$ cat src/logic/ecp_ext_pkg.sv
// constants and carrier types for the extended control block
// assumes one 8-bit register port at offsets from the port base
package ecp_ext_pkg;
  localparam logic [10:0] OFS_CONFIG_A = 11'h400;
  localparam logic [10:0] OFS_CONFIG_B = 11'h401;
  localparam logic [10:0] OFS_EXT_CTRL = 11'h402;
  localparam int MODE_MSB = 7;
  localparam int MODE_LSB = 5;
  localparam int FAULT_EN_BIT = 4;
  localparam int DMA_EN_BIT = 3;
  localparam int SERVICE_BIT = 2;
  localparam int FULL_BIT = 1;
  localparam int EMPTY_BIT = 0;
  localparam logic [2:0] MODE_RESET = 3'h0;
  localparam logic FAULT_EN_RESET = 1'b1;
  localparam logic DMA_EN_RESET = 1'b0;
  localparam logic SERVICE_RESET = 1'b1;
  localparam logic [7:0] CONFIG_A_VALUE = 8'h10;
  localparam int FIFO_DEPTH = 16;
  localparam int PULSE_NS = 25;
  localparam int CLK_NS = 5;
  localparam int PULSE_CYCLES = (PULSE_NS + CLK_NS - 1) / CLK_NS;
  typedef enum logic [2:0] {
    MODE_SPP, MODE_BIDIR, MODE_PFIFO, MODE_ECP,
    MODE_EPP, MODE_RSVD, MODE_TEST, MODE_CONFIG
  } mode_type;
  typedef struct packed {
    logic [10:0] addr;
    logic [7:0] wdata;
    logic wr;
    logic rd;
  } reg_req_type;
  typedef struct packed {
    logic strobe_low;
    logic auto_feed_low;
    logic initialize_low;
    logic select_peripheral_low;
  } ctrl_lines_type;
endpackage : ecp_ext_pkg

$ cat src/logic/ecp_ext_ctrl.sv
// extended control, mode and service logic of an ECP parallel port
// assumes fifo level, handshake engine and pins live outside; inputs synchronous
`timescale 1ns/1ps
`default_nettype none
module ecp_ext_ctrl #(
  parameter int DEPTH = ecp_ext_pkg::FIFO_DEPTH,
  parameter int PULSE = ecp_ext_pkg::PULSE_CYCLES
) (
  input wire logic i_clk, // system clock
  input wire logic i_nrst, // async reset, active low
  input wire logic i_ce, // clock enable
  input wire ecp_ext_pkg::reg_req_type i_req, // register access
  output logic [7:0] o_rdata, // read data
  output logic o_rdata_valid, // read data strobe
  input wire logic [3:0] i_irq_select, // chosen irq number
  input wire logic [1:0] i_dma_select, // chosen dma channel
  input wire logic i_irq_line_level, // level on the irq line
  input wire logic i_epp_option, // epp enabled in chip config
  input wire logic [3:0] i_fifo_level_setting, // programmed threshold
  input wire logic i_direction, // reverse when high
  input wire logic [4:0] i_fifo_count, // bytes held in fifo
  input wire logic i_dma_tc, // dma terminal count pulse
  input wire logic i_printer_fault_low, // fault pin
  input wire logic i_xfer_busy, // handshake engine mid-byte
  input wire ecp_ext_pkg::ctrl_lines_type i_ctrl_sw, // software control lines
  input wire ecp_ext_pkg::ctrl_lines_type i_ctrl_hw, // engine control lines
  output ecp_ext_pkg::ctrl_lines_type o_ctrl, // control line outputs
  output logic [3:0] o_ctrl_oe, // control line drive enables
  output logic o_ctrl_open_collector, // control drivers open collector
  output logic o_data_tristate, // release the data lines
  output logic o_data_read_pins, // data reads return pins
  output logic o_fifo_reset, // hold fifo reset
  output logic o_fifo_discard, // flush fifo pulse
  output logic o_fifo_host_access, // fifo reachable at 400h
  output logic o_auto_compat, // compatibility engine runs
  output logic o_auto_ecp, // ecp engine runs
  output logic o_ecp_reverse_fill, // reverse bytes to data queue
  output logic o_epp_active, // epp operation selected
  output logic o_xfer_start, // engine start pulse
  output logic o_dma_request_enable, // dma may request
  output logic o_irq_out, // irq line driven value
  output logic o_irq_oe // irq line drive enable
);
  logic [1:0] rst_sync_r;
  logic rst_n;
  logic [2:0] mode_r;
  logic fault_en_low_r;
  logic dma_en_r;
  logic service_r;
  logic fault_prev_r;
  logic [$clog2(PULSE+1)-1:0] pulse_cnt_r;
  logic [7:0] rdata_r;
  logic rdata_valid_r;
  logic discard_r;
  logic start_r;
  logic auto_feed_kill_r;
  logic [4:0] threshold;
  logic [4:0] free_space;
  logic service_cond;
  logic fault_event;
  logic ext_wr;
  logic [2:0] new_mode;
  logic mode_ok;
  logic [2:0] irq_code;
  logic [2:0] dma_code;
  logic [7:0] ext_read;
  logic [7:0] cfg_b_read;
  ecp_ext_pkg::mode_type mode;
  logic fifo_hold;
  logic dir_honoured;
  logic [3:0] ctrl_bits;

  always_ff @(posedge i_clk or negedge i_nrst) begin
    if (!i_nrst) begin
      rst_sync_r <= 2'h0;
    end else begin
      rst_sync_r <= {rst_sync_r[0], 1'b1};
    end
  end
  assign rst_n = rst_sync_r[1];
  assign mode = ecp_ext_pkg::mode_type'(mode_r);

  assign threshold = {1'b0, i_fifo_level_setting} + 5'h01;
  assign free_space = 5'(DEPTH) - i_fifo_count;
  always_comb begin
    service_cond = 1'b0;
    if (dma_en_r) begin
      service_cond = i_dma_tc;
    end else if (!i_direction) begin
      service_cond = free_space >= threshold;
    end else begin
      service_cond = i_fifo_count >= threshold;
    end
  end

  assign ext_wr = i_ce && i_req.wr && i_req.addr == ecp_ext_pkg::OFS_EXT_CTRL;
  assign new_mode = i_req.wdata[ecp_ext_pkg::MODE_MSB:ecp_ext_pkg::MODE_LSB];
  assign mode_ok = mode_r == 3'h0 || mode_r == 3'h1 || new_mode == 3'h0 ||
                   new_mode == 3'h1;

  always_ff @(posedge i_clk or negedge rst_n) begin
    if (!rst_n) begin
      mode_r <= ecp_ext_pkg::MODE_RESET;
      fault_en_low_r <= ecp_ext_pkg::FAULT_EN_RESET;
      dma_en_r <= ecp_ext_pkg::DMA_EN_RESET;
    end else if (ext_wr) begin
      if (mode_ok) begin
        mode_r <= new_mode;
      end
      fault_en_low_r <= i_req.wdata[ecp_ext_pkg::FAULT_EN_BIT];
      dma_en_r <= i_req.wdata[ecp_ext_pkg::DMA_EN_BIT];
    end
  end

  // hardware set wins over a same-cycle software clear
  always_ff @(posedge i_clk or negedge rst_n) begin
    if (!rst_n) begin
      service_r <= ecp_ext_pkg::SERVICE_RESET;
    end else if (i_ce) begin
      if (!service_r && service_cond) begin
        service_r <= 1'b1;
      end else if (ext_wr) begin
        service_r <= i_req.wdata[ecp_ext_pkg::SERVICE_BIT];
      end
    end
  end

  assign fault_event = mode == ecp_ext_pkg::MODE_ECP && !fault_en_low_r &&
                       fault_prev_r && !i_printer_fault_low;
  always_ff @(posedge i_clk or negedge rst_n) begin
    if (!rst_n) begin
      fault_prev_r <= 1'b1;
      pulse_cnt_r <= '0;
    end else if (i_ce) begin
      fault_prev_r <= i_printer_fault_low;
      if ((!service_r && service_cond) || fault_event ||
          (ext_wr && fault_en_low_r && !i_req.wdata[ecp_ext_pkg::FAULT_EN_BIT] &&
           !i_printer_fault_low && mode == ecp_ext_pkg::MODE_ECP)) begin
        pulse_cnt_r <= ($clog2(PULSE+1))'(PULSE);
      end else if (pulse_cnt_r != '0) begin
        pulse_cnt_r <= pulse_cnt_r - 1'b1;
      end
    end
  end
  assign o_irq_out = 1'b0;
  assign o_irq_oe = pulse_cnt_r != '0;

  assign o_dma_request_enable = dma_en_r && !service_r;

  always_comb begin
    case (i_irq_select)
      4'hF: irq_code = 3'h6;
      4'hE: irq_code = 3'h5;
      4'hB: irq_code = 3'h4;
      4'hA: irq_code = 3'h3;
      4'h9: irq_code = 3'h2;
      4'h7: irq_code = 3'h1;
      4'h5: irq_code = 3'h7;
      default: irq_code = 3'h0;
    endcase
  end
  always_comb begin
    case (i_dma_select)
      2'h3: dma_code = 3'h3;
      2'h2: dma_code = 3'h2;
      2'h1: dma_code = 3'h1;
      default: dma_code = 3'h0;
    endcase
  end
  assign cfg_b_read = {1'b0, i_irq_line_level, irq_code, dma_code};
  assign ext_read = {mode_r, fault_en_low_r, dma_en_r, service_r,
                     i_fifo_count >= 5'(DEPTH), i_fifo_count == 5'h00};

  always_ff @(posedge i_clk or negedge rst_n) begin
    if (!rst_n) begin
      rdata_r <= 8'h00;
      rdata_valid_r <= 1'b0;
    end else if (i_ce) begin
      rdata_valid_r <= i_req.rd;
      if (i_req.rd) begin
        if (i_req.addr == ecp_ext_pkg::OFS_EXT_CTRL) begin
          rdata_r <= ext_read;
        end else if (mode == ecp_ext_pkg::MODE_CONFIG &&
                     i_req.addr == ecp_ext_pkg::OFS_CONFIG_A) begin
          rdata_r <= ecp_ext_pkg::CONFIG_A_VALUE;
        end else if (mode == ecp_ext_pkg::MODE_CONFIG &&
                     i_req.addr == ecp_ext_pkg::OFS_CONFIG_B) begin
          rdata_r <= cfg_b_read;
        end else begin
          rdata_r <= 8'h00;
        end
      end
    end
  end
  assign o_rdata = rdata_r;
  assign o_rdata_valid = rdata_valid_r;

  // start pulse on entry to PFIFO or ECP, discard and feed drop on leaving ECP reverse
  always_ff @(posedge i_clk or negedge rst_n) begin
    if (!rst_n) begin
      start_r <= 1'b0;
      discard_r <= 1'b0;
      auto_feed_kill_r <= 1'b0;
    end else if (i_ce) begin
      start_r <= ext_wr && mode_ok && (new_mode == 3'h2 || new_mode == 3'h3) &&
                 new_mode != mode_r;
      discard_r <= ext_wr && mode_ok && mode == ecp_ext_pkg::MODE_ECP &&
                   i_direction && new_mode[2:1] == 2'h0;
      // keep feed released until the engine finishes its byte
      auto_feed_kill_r <= (mode == ecp_ext_pkg::MODE_ECP && i_direction) ||
                          (auto_feed_kill_r && i_xfer_busy);
    end
  end
  assign o_xfer_start = start_r;
  assign o_fifo_discard = discard_r;

  // per-mode decode of driver style, engine and fifo ownership
  always_comb begin
    o_ctrl_open_collector = 1'b0;
    fifo_hold = 1'b0;
    dir_honoured = 1'b1;
    o_data_read_pins = 1'b0;
    o_auto_compat = 1'b0;
    o_auto_ecp = 1'b0;
    o_fifo_host_access = 1'b0;
    o_epp_active = 1'b0;
    case (mode)
      ecp_ext_pkg::MODE_SPP: begin
        o_ctrl_open_collector = 1'b1;
        fifo_hold = 1'b1;
        dir_honoured = 1'b0;
      end
      ecp_ext_pkg::MODE_BIDIR: begin
        o_data_read_pins = 1'b1;
      end
      ecp_ext_pkg::MODE_PFIFO: begin
        // direction has no effect on the data lines here, the engine always sends
        dir_honoured = 1'b0;
        o_auto_compat = 1'b1;
        o_fifo_host_access = 1'b1;
      end
      ecp_ext_pkg::MODE_ECP: begin
        o_auto_ecp = 1'b1;
        o_fifo_host_access = 1'b1;
      end
      ecp_ext_pkg::MODE_EPP: begin
        o_epp_active = i_epp_option;
      end
      ecp_ext_pkg::MODE_TEST: begin
        o_fifo_host_access = 1'b1;
      end
      default: begin
        // reserved and configuration modes: push-pull, no engine
        o_epp_active = 1'b0;
      end
    endcase
  end
  assign o_fifo_reset = fifo_hold || discard_r;
  assign o_data_tristate = i_direction && dir_honoured;
  assign o_ecp_reverse_fill = o_auto_ecp && i_direction;
  assign ctrl_bits = o_ctrl;

  // open collector lines drive only while pulling low
  for (genvar k = 0; k < 4; k++) begin : g_ctrl_drive
    assign o_ctrl_oe[k] = !o_ctrl_open_collector || !ctrl_bits[k];
  end

  // engine owns lines only in auto modes; registered feed kill avoids glitch
  always_comb begin
    o_ctrl = i_ctrl_sw;
    if (o_auto_compat || o_auto_ecp) begin
      o_ctrl = i_ctrl_hw;
    end else if (auto_feed_kill_r && i_xfer_busy) begin
      o_ctrl.auto_feed_low = 1'b1;
    end
  end
endmodule : ecp_ext_ctrl
`default_nettype wire

$ cat config.mk
export PLATFORM = sky130hd
export DESIGN_NAME = ecp_ext_ctrl
export DESIGN_NICKNAME = d
export VERILOG_FILES = /design/src/logic/ecp_ext_pkg.sv /design/src/logic/ecp_ext_ctrl.sv
export SDC_FILE = /design/constraint.sdc
export NUM_CORES = 1
export LEC_CHECK = 0
export ABC_AREA = 0
export BUFFER_PORTS_ARGS = -buffer_cell sky130_fd_sc_hd__buf_2
export CAP_MARGIN = 0
export CORE_MARGIN = 2
export CORE_UTILIZATION = 40
export CTS_CLUSTER_DIAMETER = 150
export CTS_CLUSTER_SIZE = 16
export DETAILED_ROUTE_END_ITERATION = 10
export PLACE_DENSITY_LB_ADDON = 0.1
export SLEW_MARGIN = 10
export SYNTH_ARGS = -nofsm -noshare
export SYNTH_HDL_FRONTEND = slang
export SYNTH_SLANG_ARGS = --single-unit
export TNS_END_PERCENT = 10
$ cat constraint.sdc
create_clock -name i_clk -period 2 [get_ports i_clk]
set_clock_uncertainty 0.2 [all_clocks]
set_input_delay 0 -clock i_clk [delete_from_list [all_inputs] [get_ports i_clk]]
set_output_delay 0 -clock i_clk [all_outputs]
set_load 0.01 [all_outputs]
Word level (Yosys, flattened, before mapping)
Index checks and enable logic that the tools add are counted.
- bits in registers: 24
- input bits: 53
- output and inout port bits: 31
- word-level logic and storage cells: 121
- $add $sub $neg: 3
- $lt $le $gt $ge: 3
- equal/unequal tests: 23
- multiplexer cells: 22
- reduce and logical (&&, ||, !) cells: 58
- operators with widths (kind ; number):
    11-bit equality test, second input constant ; 3
    1-bit logical AND ; 23
    3-bit one-hot mux with 7 select lines ; 1
    4-bit equality test, second input constant ; 5
    1-bit 2-to-1 mux ; 14
    7-bit 2-to-1 mux ; 2
    1-bit logical OR ; 13
    3-bit by 2-bit equality test with 1-bit output, second input constant ; 4
    5-bit greater-or-equal comparator ; 2
    3-bit equality test, second input constant ; 3
    1-bit zero test ; 9
    4-bit by 3-bit equality test with 1-bit output, second input constant ; 2
    8-bit 2-to-1 mux ; 1
    2-bit AND reduction ; 4
    3-bit by 1-bit equality test with 1-bit output, second input constant ; 2
    3-bit zero test ; 2
    3-bit 2-to-1 mux ; 2
    2-bit one-hot mux with 3 select lines ; 1
    4-bit by 1-bit adder with 5-bit output, second input constant ; 1
    5-bit greater-or-equal comparator, second input constant ; 1
    5-bit zero test ; 1
    5-bit subtractor, first input constant ; 1
    2-bit equality test, second input constant ; 2
    2-bit nonzero test ; 2
    other kinds (8) ; 8

Logic depth before layout (Yosys ltp)
Gate-level depths: netlist of the first run.
- depth after elaboration: 9
- mapped depth: 11
- mapped depth without buffers: 11

Worst setup path after synthesis of the first run
No wires, ideal clock.
- kind: in2reg
- start point: in i_fifo_level_setting[0]
- end point: reg pulse_cnt_r[0]
- library setup time: 0.125 ns
- arrival time: 2.122 ns
- required time: 1.675 ns
- setup slack: -0.446 ns
- stages: 10
- buffers on the path: 0
- cell sequence: ha_1 -> inv_1 -> ha_1 -> a21o_1 -> maj3_1 -> a311oi_1 -> a211oi_1 -> a211oi_1 -> a31oi_1 -> mux2_2
- word-level cells in the longest chain between the ends: 9
- elaborated cells between the ends (all ways): 11
- classes of those cells: add/sub: 1; order compare: 2; mux: 3; reduce/logical: 5
- ends and longest elaborated chain (what ; line ; RTL):
    from (decl) ; ecp_ext_ctrl.sv:19 ; input wire logic [3:0] i_fifo_level_setting,
    4-bit by 1-bit adder with 5-bit output * ; ecp_ext_ctrl.sv:83 ; assign threshold = {1'b0, i_fifo_level_setting} + 5'h01;
    5-bit greater-or-equal comparator, on equally long branches ; ecp_ext_ctrl.sv:90, ecp_ext_ctrl.sv:92 ;
    1-bit 2-to-1 mux * ; ecp_ext_ctrl.sv:89 ; end else if (!i_direction) begin
    1-bit 2-to-1 mux * ; ecp_ext_ctrl.sv:87 ; if (dma_en_r) begin
    1-bit logical AND * ; ecp_ext_ctrl.sv:136 ; if ((!service_r && service_cond) || fault_event ||
    1-bit logical OR * (2 in a row) ; ecp_ext_ctrl.sv:136 ;
    2-bit nonzero test (no line) ; - ;
    2-bit AND reduction (no line) ; - ;
    to (signal assigned) ; ecp_ext_ctrl.sv:139 ; pulse_cnt_r <= ($clog2(PULSE+1))'(PULSE);
    to (signal assigned) ; ecp_ext_ctrl.sv:141 ; pulse_cnt_r <= pulse_cnt_r - 1'b1;
    to (decl) ; ecp_ext_ctrl.sv:51 ; logic [$clog2(PULSE+1)-1:0] pulse_cnt_r;
Every way passes the cells marked *; elsewhere a longest branch is shown, timed or not.
A chain may end at the register's enable or synchronous reset.

Final worst setup path of the first run
Ends and elaborated chain as after synthesis.

==> run metrics, run 1 <==
status finished, violations left; failing checks setup timing; # nets final 380; via count of the routed design 1764; Final Cell Area 2610 µm²; worst skew pair latency 270 ps; Total GRT Usage 19.6%; PnR worst setup slack -276 ps; vias per cell 4.83; met2 wire len 2.21 mm; Post-Syn Nets 252; Fmax achieved 439 MHz; TritonCTS clock tree done; Synth top area share 32.2%; r2r endpoint pulse_cnt_r[2]$_DFFE_PN0P_; Post-Place Cell Area 2260 µm²; overall power consumption 1.48 mW; Hold WS 9.20 ps; r2r startpoint fault_en_low_r$_DFFE_PN1P_; PwrDens 568 nW/µm²; area leader, netlist dfrtp_1; P&R area growth vs syn 59.7%; Hold EP o_fifo_discard$_DFFE_PN0P_; post-layout util 65.6%; R2R depth 6; Routability Congestion 0.768; WP data required 1960 ps; final wirelength 4.43 mm; pin count of the biggest net entering global routing 23; Die X 67.9 µm; number of global-route vias before repair 1591; Worst Setup SP i_fifo_level_setting[0]; routed len/inst 12.1 µm; Cell Rows 23; DR pass1 iterations 5; static leakage 1.36 nW; GRT Residual Overflow 0; Synth Cell Area 1630 µm²; final slew viol count 0; number of hold violations in the final report 0; Worst setup SP type primary input; Worst path slowest cell maj3_2; 1st-iter DRT viols 73; Final ANT Viol Nets 0; total CTS buffers 3; Mapped Cells 188; Top Metal Used met4; Synth Flop Type dfrtp_1; Setup TNS -765 ps; most frequent cells in the layout buf_2, buf_4, nand2_1; total number of H-tree levels 1; crit path cell chain buf_4, ha_4, inv_1, ha_1, a21o_1, maj3_2, a311oi_2, a211oi_2, a211oi_2, a31oi_1, mux2_2; initial core utilization 41.1%; I/O pin cnt 84; Post-synth EDFFs 0; most frequent CP cell a211oi_2; met3 wire len 242 µm; total core area 3970 µm²; final worst-path cycle share 114%; commonest non-fill, non-tap cell in the layout buf_2; reg-to-reg setup timing slack 0 ps; dpl cells 338; yosys warns 0; post-synth cell types 41; syn_area_per_cell 8.68 µm²; Post-DP HPWL 3.39 mm; Hold Crit Depth 5; DRC 0; Die Y 67.9 µm; RSZ-0062 raised after global routing yes; FFs w/ async S/R, synth 100%; CTS root buf clkbuf_8; Min-Delay Path Class in2reg; max-cap violation count 0; register area share after synthesis 37.0%; CP arrival 2230 ps; final cell count without fillers 365; first-pass GRT wire length 6.82 mm; CTS sink cnt 24; Hold Crit Start i_direction; Clock transition at path regs 80 ps; Port-buffer cells 80; Peak supply drop 0.424 mV; ANT cells 0; crit path max fanout 3; top post-synthesis cells by area dfrtp_1, ha_1, mux2_2, nand2_1, nor2_1; Clock Path Buffers 2; layout cells sized above 1 42.5%; initial antenna violation count 0; Place WS -674 ps; slowest stage delay, CP 320 ps; crit end category register; Yosys reg bits 24; Die ar. 4610 µm²; endpoints failing setup 3; min Tclk post-route 2280 ps; worst setup path class in2reg; M1 WL 1.95 mm
==> cells in the mapped netlist, drive strengths merged, types with 3 or more instances <==
| master | count |
|---|---|
| mux2 | 10 |
| nor2b | 3 |
| nand2 | 25 |
| ha | 11 |
| xor2 | 4 |
| a211oi | 4 |
| inv | 15 |
| nor2 | 22 |
| dfrtp | 21 |
| a21oi | 7 |
| nor3 | 3 |
| dfstp | 3 |
| and2 | 5 |
| a31oi | 3 |
| nand3 | 6 |
| o21ai | 9 |
| a221oi | 4 |
==> report_power, final <==
part | switching, mW | total [mW] | internal, mW
clock network | 0.161 | 0.429 | 0.268
registers | 0.0314 | 0.576 | 0.544
logic | 0.234 | 0.476 | 0.242
==> worst max-delay path by stage <==
stage | cells after the start | endpoint | slack [ps]
2_1_floorplan | 10 | pulse_cnt_r[0]$_DFFE_PN0P_ | -380
3_3_place_gp | 11 | pulse_cnt_r[0]$_DFFE_PN0P_ | -590
4_1_cts | 11 | pulse_cnt_r[0]$_DFFE_PN0P_ | -210
3_5_place_dp | 11 | pulse_cnt_r[0]$_DFFE_PN0P_ | -670
5_1_grt | 11 | pulse_cnt_r[0]$_DFFE_PN0P_ | -390
6_report | 11 | pulse_cnt_r[0]$_DFFE_PN0P_ | -280
==> layer usage <==
layer | vias up | global-route usage [%]
li1 | 910 | -
met1 | 791 | 23.8
met2 | 61 | 36.0
met3 | 2 | 2.63
met4 | 0 | 6.00
met5 | - | 0
==> cell type report <==
type | instances | area (µm²)
Tap cell | 50 | 62.6
Sequential cell | 24 | 604
Clock inverter | 1 | 30.0
Fill cell | 344 | 1370
Timing Repair Buffer | 127 | 811
Inverter | 15 | 56.3
Clock buffer | 3 | 41.3
Multi-Input combinational cell | 145 | 1000
==> critical path, delay by kind of cell <==
family | cells | cell delay (ps)
AOI/OAI and AO/OA | 5 | 950
muxes | 1 | 270
adders and majority gates | 3 | 840
buffers and inverters | 2 | 170
==> state kept, by name, summed over array words and instances (netlist names) <==
signal            flops
auto_feed_kill_r      1
dma_en_r              1
fault_en_low_r        1
fault_prev_r          1
mode                  3
o_fifo_discard        1
o_rdata               8
o_rdata_valid         1
o_xfer_start          1
pulse_cnt_r           3
rst_sync_r            2
service_r             1
==> repair_timing <==
| item | in CTS | in global routing |
|---|---|---|
| pin swaps | 2 | 1 |
| endpoints found under the setup margin | 3 | 6 |
| gates cloned | 0 | 0 |
| hold buffers | 22 | 0 |
| hold endpoints to repair | 19 | 0 |
| setup buffers | 0 | 1 |
| gates resized for setup | 8 | 4 |
==> cells by family after synthesis <==
| logic type | Yosys count | synth area share, % |
|---|---|---|
| simple gates | 76 | 22.5 |
| fa+ha+maj | 12 | 9.05 |
| buf+inv | 19 | 4.68 |
| mux | 11 | 7.52 |
| compound gates | 38 | 15.6 |
| flops | 24 | 37.0 |
| other cells | 2 | 0.460 |
| xor+xnor | 6 | 3.22 |
Note: power is estimated with default switching activity, not from simulation.
==> inputs of run 2 (changes only) <==
- GPL_TIMING_DRIVEN: not set -> 0
- RECOVER_POWER: not set -> 50
==> run metrics, run 2 (same netlist as run 1, synthesis figures left out) <==
status finished, violations left (unchanged); failing checks setup timing (unchanged); commonest non-fill, non-tap cell in the layout buf_2 (unchanged); Worst Max-Slew Pin Slew 871 ps; CTS sink cnt 24 (unchanged); most frequent cells in the layout buf_2, nand2_1, dlygate4sd3_1 (was buf_2, buf_4, nand2_1); vias per cell 4.88 (was 4.83); total CTS buffers 3 (unchanged); initial core utilization 41.1% (unchanged); I/O pin cnt 84 (unchanged); Hold Crit Depth 4 (was 5); Min-Delay Path Class in2reg (unchanged); Post-DP HPWL 3.18 mm (was 3.39 mm); combinational power share 31.7% (was 32.1%); DRC 0 (unchanged); reg-to-reg setup timing slack -50 ps (was 0 ps); crit path max fanout 3 (unchanged); r2r startpoint mode[1]$_DFFE_PN0P_ (was fault_en_low_r$_DFFE_PN1P_); # nets final 364 (was 380); dpl cells 318 (was 338); internal power component 1.05 mW (about the same); RSZ-0062 raised after global routing yes (unchanged); R2R depth 6 (unchanged); via count of the routed design 1703 (was 1764); static leakage 1.24 nW (was 1.36 nW); TritonCTS clock tree done (unchanged); Hold EP o_rdata[3]$_DFFE_PN0P_ (was o_fifo_discard$_DFFE_PN0P_); Clock Path Buffers 2 (unchanged); Worst setup SP type primary input (unchanged); multi-input logic area 1030 µm² (was 1000 µm²); min Tclk post-route 2240 ps (was 2280 ps); Clk network pwr share 28.9% (was 29.0%); Total GRT Usage 19.6% (about the same); PwrDens 585 nW/µm² (was 568 nW/µm²); total core area 3970 µm² (unchanged); total number of H-tree levels 1 (unchanged); routed len/inst 12.6 µm (was 12.1 µm); final wirelength 4.40 mm (was 4.43 mm); overall power consumption 1.48 mW (about the same); CP arrival 2190 ps (was 2230 ps); P&R area growth vs syn 54.8% (was 59.7%); number of global-route vias before repair 1548 (was 1591); switching share of power 28.7% (was 28.8%); Routability Congestion 0.744 (was 0.768); Die ar. 4610 µm² (unchanged); Final ANT Viol Nets 0 (unchanged); PnR worst setup slack -236 ps (was -276 ps); Die Y 67.9 µm (unchanged); initial antenna violation count 0 (unchanged); final slew viol count 0 (unchanged); r2r endpoint pulse_cnt_r[1]$_DFFE_PN0P_ (was pulse_cnt_r[2]$_DFFE_PN0P_); max FFs per register 8 (unchanged); Final Cell Area 2520 µm² (was 2610 µm²); max-cap violation count 0 (unchanged); final cell count without fillers 349 (was 365); Die X 67.9 µm (unchanged); Net Sw Power 0.424 mW (was 0.427 mW); worst setup path class in2reg (unchanged); crit end category register (unchanged); max_slew headroom 41.9%; pin count of the biggest net entering global routing 23 (unchanged); first-pass GRT wire length 6.77 mm (was 6.82 mm); sequential share of power 39.4% (was 38.9%); DR pass1 iterations 4 (was 5); worst skew pair latency 270 ps (about the same); Hold Crit Start i_irq_select[0] (was i_direction); GRT Residual Overflow 0 (unchanged); Clock transition at path regs 90 ps (was 80 ps); Post-Place Cell Area 2100 µm² (was 2260 µm²); layout cells sized above 1 36.5% (was 42.5%); endpoints failing setup 3 (unchanged); 1st-iter DRT viols 66 (was 73); ANT cells 0 (unchanged); Port-buffer cells 80 (unchanged); Fillers 352 (was 344); Peak supply drop 0.306 mV (was 0.424 mV); Reg area 604 µm² (unchanged); WP data required 1960 ps (about the same); Fmax achieved 447 MHz (was 439 MHz); final worst-path cycle share 112% (was 114%); Cell Rows 23 (unchanged); number of hold violations in the final report 0 (unchanged); CTS root buf clkbuf_8 (unchanged)
run 2: layout make-up:
class                      count  area share, %
sequential                    24           23.9
clock buffer                   3           1.64
multi-input combinational    145           41.0
inverter                      15           2.33
buffer                         4          0.842
timing repair buffer         107           26.6
clock inverter                 1           1.19
tap                           50           2.48
run 2: metrics by stage:
| stage | hold WS [ps] | utilization, % | TNS (ps) | worst slack [ps] |
|---|---|---|---|---|
| floorplan | -496 | - | -829 | -383 |
| global route | 38.5 | 63.6 | -1090 | -400 |
| finish | 5.40 | 63.6 | -612 | -236 |
| global placement | -414 | 52.8 | -1810 | -689 |
| CTS | 0.734 | 62.9 | -524 | -220 |
| detailed placement | -415 | 52.8 | -1880 | -678 |
run 2: worst max path at each step:
| stage | to | slack (ps) | start |
|---|---|---|---|
| 2_1_floorplan | pulse_cnt_r[0]$_DFFE_PN0P_ | -380 | i_fifo_level_setting[0] |
| 3_3_place_gp | pulse_cnt_r[0]$_DFFE_PN0P_ | -690 | i_fifo_level_setting[0] |
| 3_5_place_dp | pulse_cnt_r[0]$_DFFE_PN0P_ | -680 | i_fifo_level_setting[0] |
| 4_1_cts | pulse_cnt_r[0]$_DFFE_PN0P_ | -220 | i_fifo_level_setting[0] |
| 5_1_grt | pulse_cnt_r[0]$_DFFE_PN0P_ | -400 | i_fifo_count[1] |
| 6_report | pulse_cnt_r[0]$_DFFE_PN0P_ | -240 | i_fifo_level_setting[1] |
run 2: power by group through the flow:
stage	registers (mW)	clock network, mW	logic, mW
2_1_floorplan	0.588	0	0.229
3_3_place_gp	0.590	0	0.362
3_5_place_dp	0.590	0	0.366
4_1_cts	0.582	0.432	0.452
5_1_grt	0.590	0.450	0.533
6_report	0.582	0.426	0.468
run 2: repair_timing:
action / 4_1_cts / 5_1_grt
pin swaps: 9 / 10
resized for setup: 18 / 8
buffers inserted: 1 / 1
hold buffers: 25 / 0
endpoints found under the hold margin: 21 / 0
endpoints found under the setup margin: 6 / 11
run 2: routing by layer:
| metal | up-vias | part of all wire, % | GRT usage (%) |
|---|---|---|---|
| met5 | - | 0 | 0 |
| met4 | 0 | 1.4 | 8.50 |
| met3 | 4 | 6.6 | 2.80 |
| met2 | 56 | 48 | 33.2 |
| met1 | 771 | 44 | 25.1 |
| li1 | 872 | - | - |
run 2: critical path, stage by stage:
cell	delay [ps]
buf_8	100
ha_4	260
inv_4	30
ha_4	190
a21o_1	150
maj3_2	320
o211ai_1	230
a211oi_2	120
a211oi_2	320
a31oi_1	170
mux2_4	280
==> inputs of run 3 (changes only) <==
- BUFFER_PORTS_ARGS: -buffer_cell sky130_fd_sc_hd__buf_2 -> -buffer_cell sky130_fd_sc_hd__buf_4
==> run metrics, run 3 (same netlist as run 1, synthesis figures left out) <==
status finished, violations left (unchanged); failing checks setup timing (unchanged); Hold WS 11.2 ps (was 5.40 ps); total CTS buffers 3 (unchanged); 1st-iter DRT viols 48 (was 66); overall power consumption 1.54 mW (was 1.48 mW); Routability Congestion 0.813 (was 0.744); CTS sink cnt 24 (unchanged); crit end category register (unchanged); R2R depth 7 (was 6); PnR worst setup slack -306 ps (was -236 ps); combinational power share 34.1% (was 31.7%); Clk network pwr share 27.7% (was 28.9%); total number of H-tree levels 1 (unchanged); RSZ-0062 raised after global routing yes (unchanged); Final ANT Viol Nets 0 (unchanged); switching share of power 29.1% (was 28.7%); Post-Place Cell Area 2300 µm² (was 2100 µm²); Total GRT Usage 20.2% (was 19.6%); DR pass1 iterations 4 (unchanged); dpl cells 318 (unchanged); r2r startpoint mode[2]$_DFFE_PN0P_ (was mode[1]$_DFFE_PN0P_); worst setup path class in2reg (unchanged); ANT cells 0 (unchanged); Place WS -706 ps (was -678 ps); GRT Residual Overflow 0 (unchanged); Hold EP o_rdata[5]$_DFFE_PN0P_ (was o_rdata[3]$_DFFE_PN0P_); most frequent cells in the layout buf_4, nand2_1, dlygate4sd3_1 (was buf_2, nand2_1, dlygate4sd3_1); I/O pin cnt 84 (unchanged); number of global-route vias before repair 1597 (was 1548); crit path max fanout 3 (unchanged); Hold Crit Start i_irq_select[0] (unchanged); r2r endpoint pulse_cnt_r[0]$_DFFE_PN0P_ (was pulse_cnt_r[1]$_DFFE_PN0P_); final cell count without fillers 349 (unchanged); Worst setup SP type primary input (unchanged); static leakage 1.29 nW (was 1.24 nW); total core area 3970 µm² (unchanged); TritonCTS clock tree done (unchanged); initial core utilization 41.1% (unchanged); max-cap violation count 0 (unchanged); WP data required 1950 ps (was 1960 ps); commonest non-fill, non-tap cell in the layout buf_4 (was buf_2); internal power component 1.09 mW (was 1.05 mW); min Tclk post-route 2310 ps (was 2240 ps); Worst Max-Slew Pin Slew 913 ps (was 871 ps); final slew viol count 0 (unchanged); Die Y 67.9 µm (unchanged); CP arrival 2260 ps (was 2190 ps); initial antenna violation count 0 (unchanged); Final Cell Area 2700 µm² (was 2520 µm²); DRC 0 (unchanged); pin count of the biggest net entering global routing 23 (unchanged); PwrDens 570 nW/µm² (was 585 nW/µm²); # nets final 364 (unchanged); Clock Path Buffers 2 (unchanged); Die ar. 4610 µm² (unchanged); layout cells sized above 1 36.8% (was 36.5%); Hold Crit Depth 5 (was 4); routed len/inst 13.6 µm (was 12.6 µm); Fmax achieved 434 MHz (was 447 MHz); Cell Rows 23 (unchanged); CTS root buf clkbuf_8 (unchanged); Net Sw Power 0.448 mW (was 0.424 mW); vias per cell 5.06 (was 4.88); Setup TNS -709 ps (was -612 ps); max FFs per register 8 (unchanged); sequential share of power 38.1% (was 39.4%); final worst-path cycle share 115% (was 112%); max_slew headroom 39.2% (was 41.9%); Peak supply drop 0.315 mV (was 0.306 mV); Clock transition at path regs 90 ps (about the same); P&R area growth vs syn 65.6% (was 54.8%); Post-DP HPWL 3.37 mm (was 3.18 mm); worst skew pair latency 260 ps (was 270 ps); Port-buffer cells 80 (unchanged); reg-to-reg setup timing slack -60 ps (was -50 ps); endpoints failing setup 3 (unchanged); final wirelength 4.75 mm (was 4.40 mm); Die X 67.9 µm (unchanged); first-pass GRT wire length 7.07 mm (was 6.77 mm); via count of the routed design 1767 (was 1703); Min-Delay Path Class in2reg (unchanged); post-layout util 68.1% (was 63.6%); number of hold violations in the final report 0 (unchanged)
## run 3: worst max-delay path, stage by stage
cell and delay (ps):
buf_8 100, ha_4 260, inv_4 40, ha_4 200, a21o_1 170, maj3_2 330, o211ai_1 220, a211oi_2 120
a211oi_2 340, nand3_1 180, mux2_4 300
## run 3: timing repair
item,in CTS,in global routing
pin swaps,9,11
hold buffers,25,0
buffers inserted,2,0
gates cloned,0,0
resized for setup,15,11
hold endpoints to repair,21,0
endpoints found under the setup margin,8,16
## run 3: power by group through the flow
stage | Sequential [mW] | Clock (mW) | Combinational (mW)
2_1_floorplan | 0.588 | 0 | 0.229
3_3_place_gp | 0.591 | 0 | 0.406
3_5_place_dp | 0.594 | 0 | 0.414
4_1_cts | 0.586 | 0.437 | 0.505
5_1_grt | 0.593 | 0.452 | 0.578
6_report | 0.587 | 0.427 | 0.526
## run 3: how the worst max path moves through the flow
| stage | startpoint | to | slack [ps] |
|---|---|---|---|
| 2_1_floorplan | i_fifo_level_setting[0] | pulse_cnt_r[0]$_DFFE_PN0P_ | -380 |
| 3_5_place_dp | i_fifo_level_setting[0] | pulse_cnt_r[0]$_DFFE_PN0P_ | -710 |
| 6_report | i_fifo_level_setting[0] | pulse_cnt_r[0]$_DFFE_PN0P_ | -310 |
| 4_1_cts | i_fifo_level_setting[0] | pulse_cnt_r[0]$_DFFE_PN0P_ | -270 |
| 5_1_grt | i_fifo_level_setting[0] | pulse_cnt_r[0]$_DFFE_PN0P_ | -420 |
| 3_3_place_gp | i_fifo_level_setting[0] | pulse_cnt_r[0]$_DFFE_PN0P_ | -680 |
## run 3: layout make-up
cell class,count,area (µm²)
clock inverter,1,30.0
fill,363,1270
timing repair buffer,107,832
buffer,4,20.0
clock buffer,3,41.3
inverter,15,58.8
tap,50,62.6
multi-input combinational,145,1050
sequential,24,606
## run 3: routing by layer
layer | vias to the layer above | global-route usage [%] | wire [µm] | share of wire [%]
li1 | 877 | - | - | -
met4 | 0 | 5.75 | 46 | 0.97
met3 | 6 | 2.63 | 358 | 7.5
met2 | 68 | 36.0 | 2420 | 51
met1 | 816 | 25.6 | 1930 | 41
met5 | - | 0 | 0 | 0
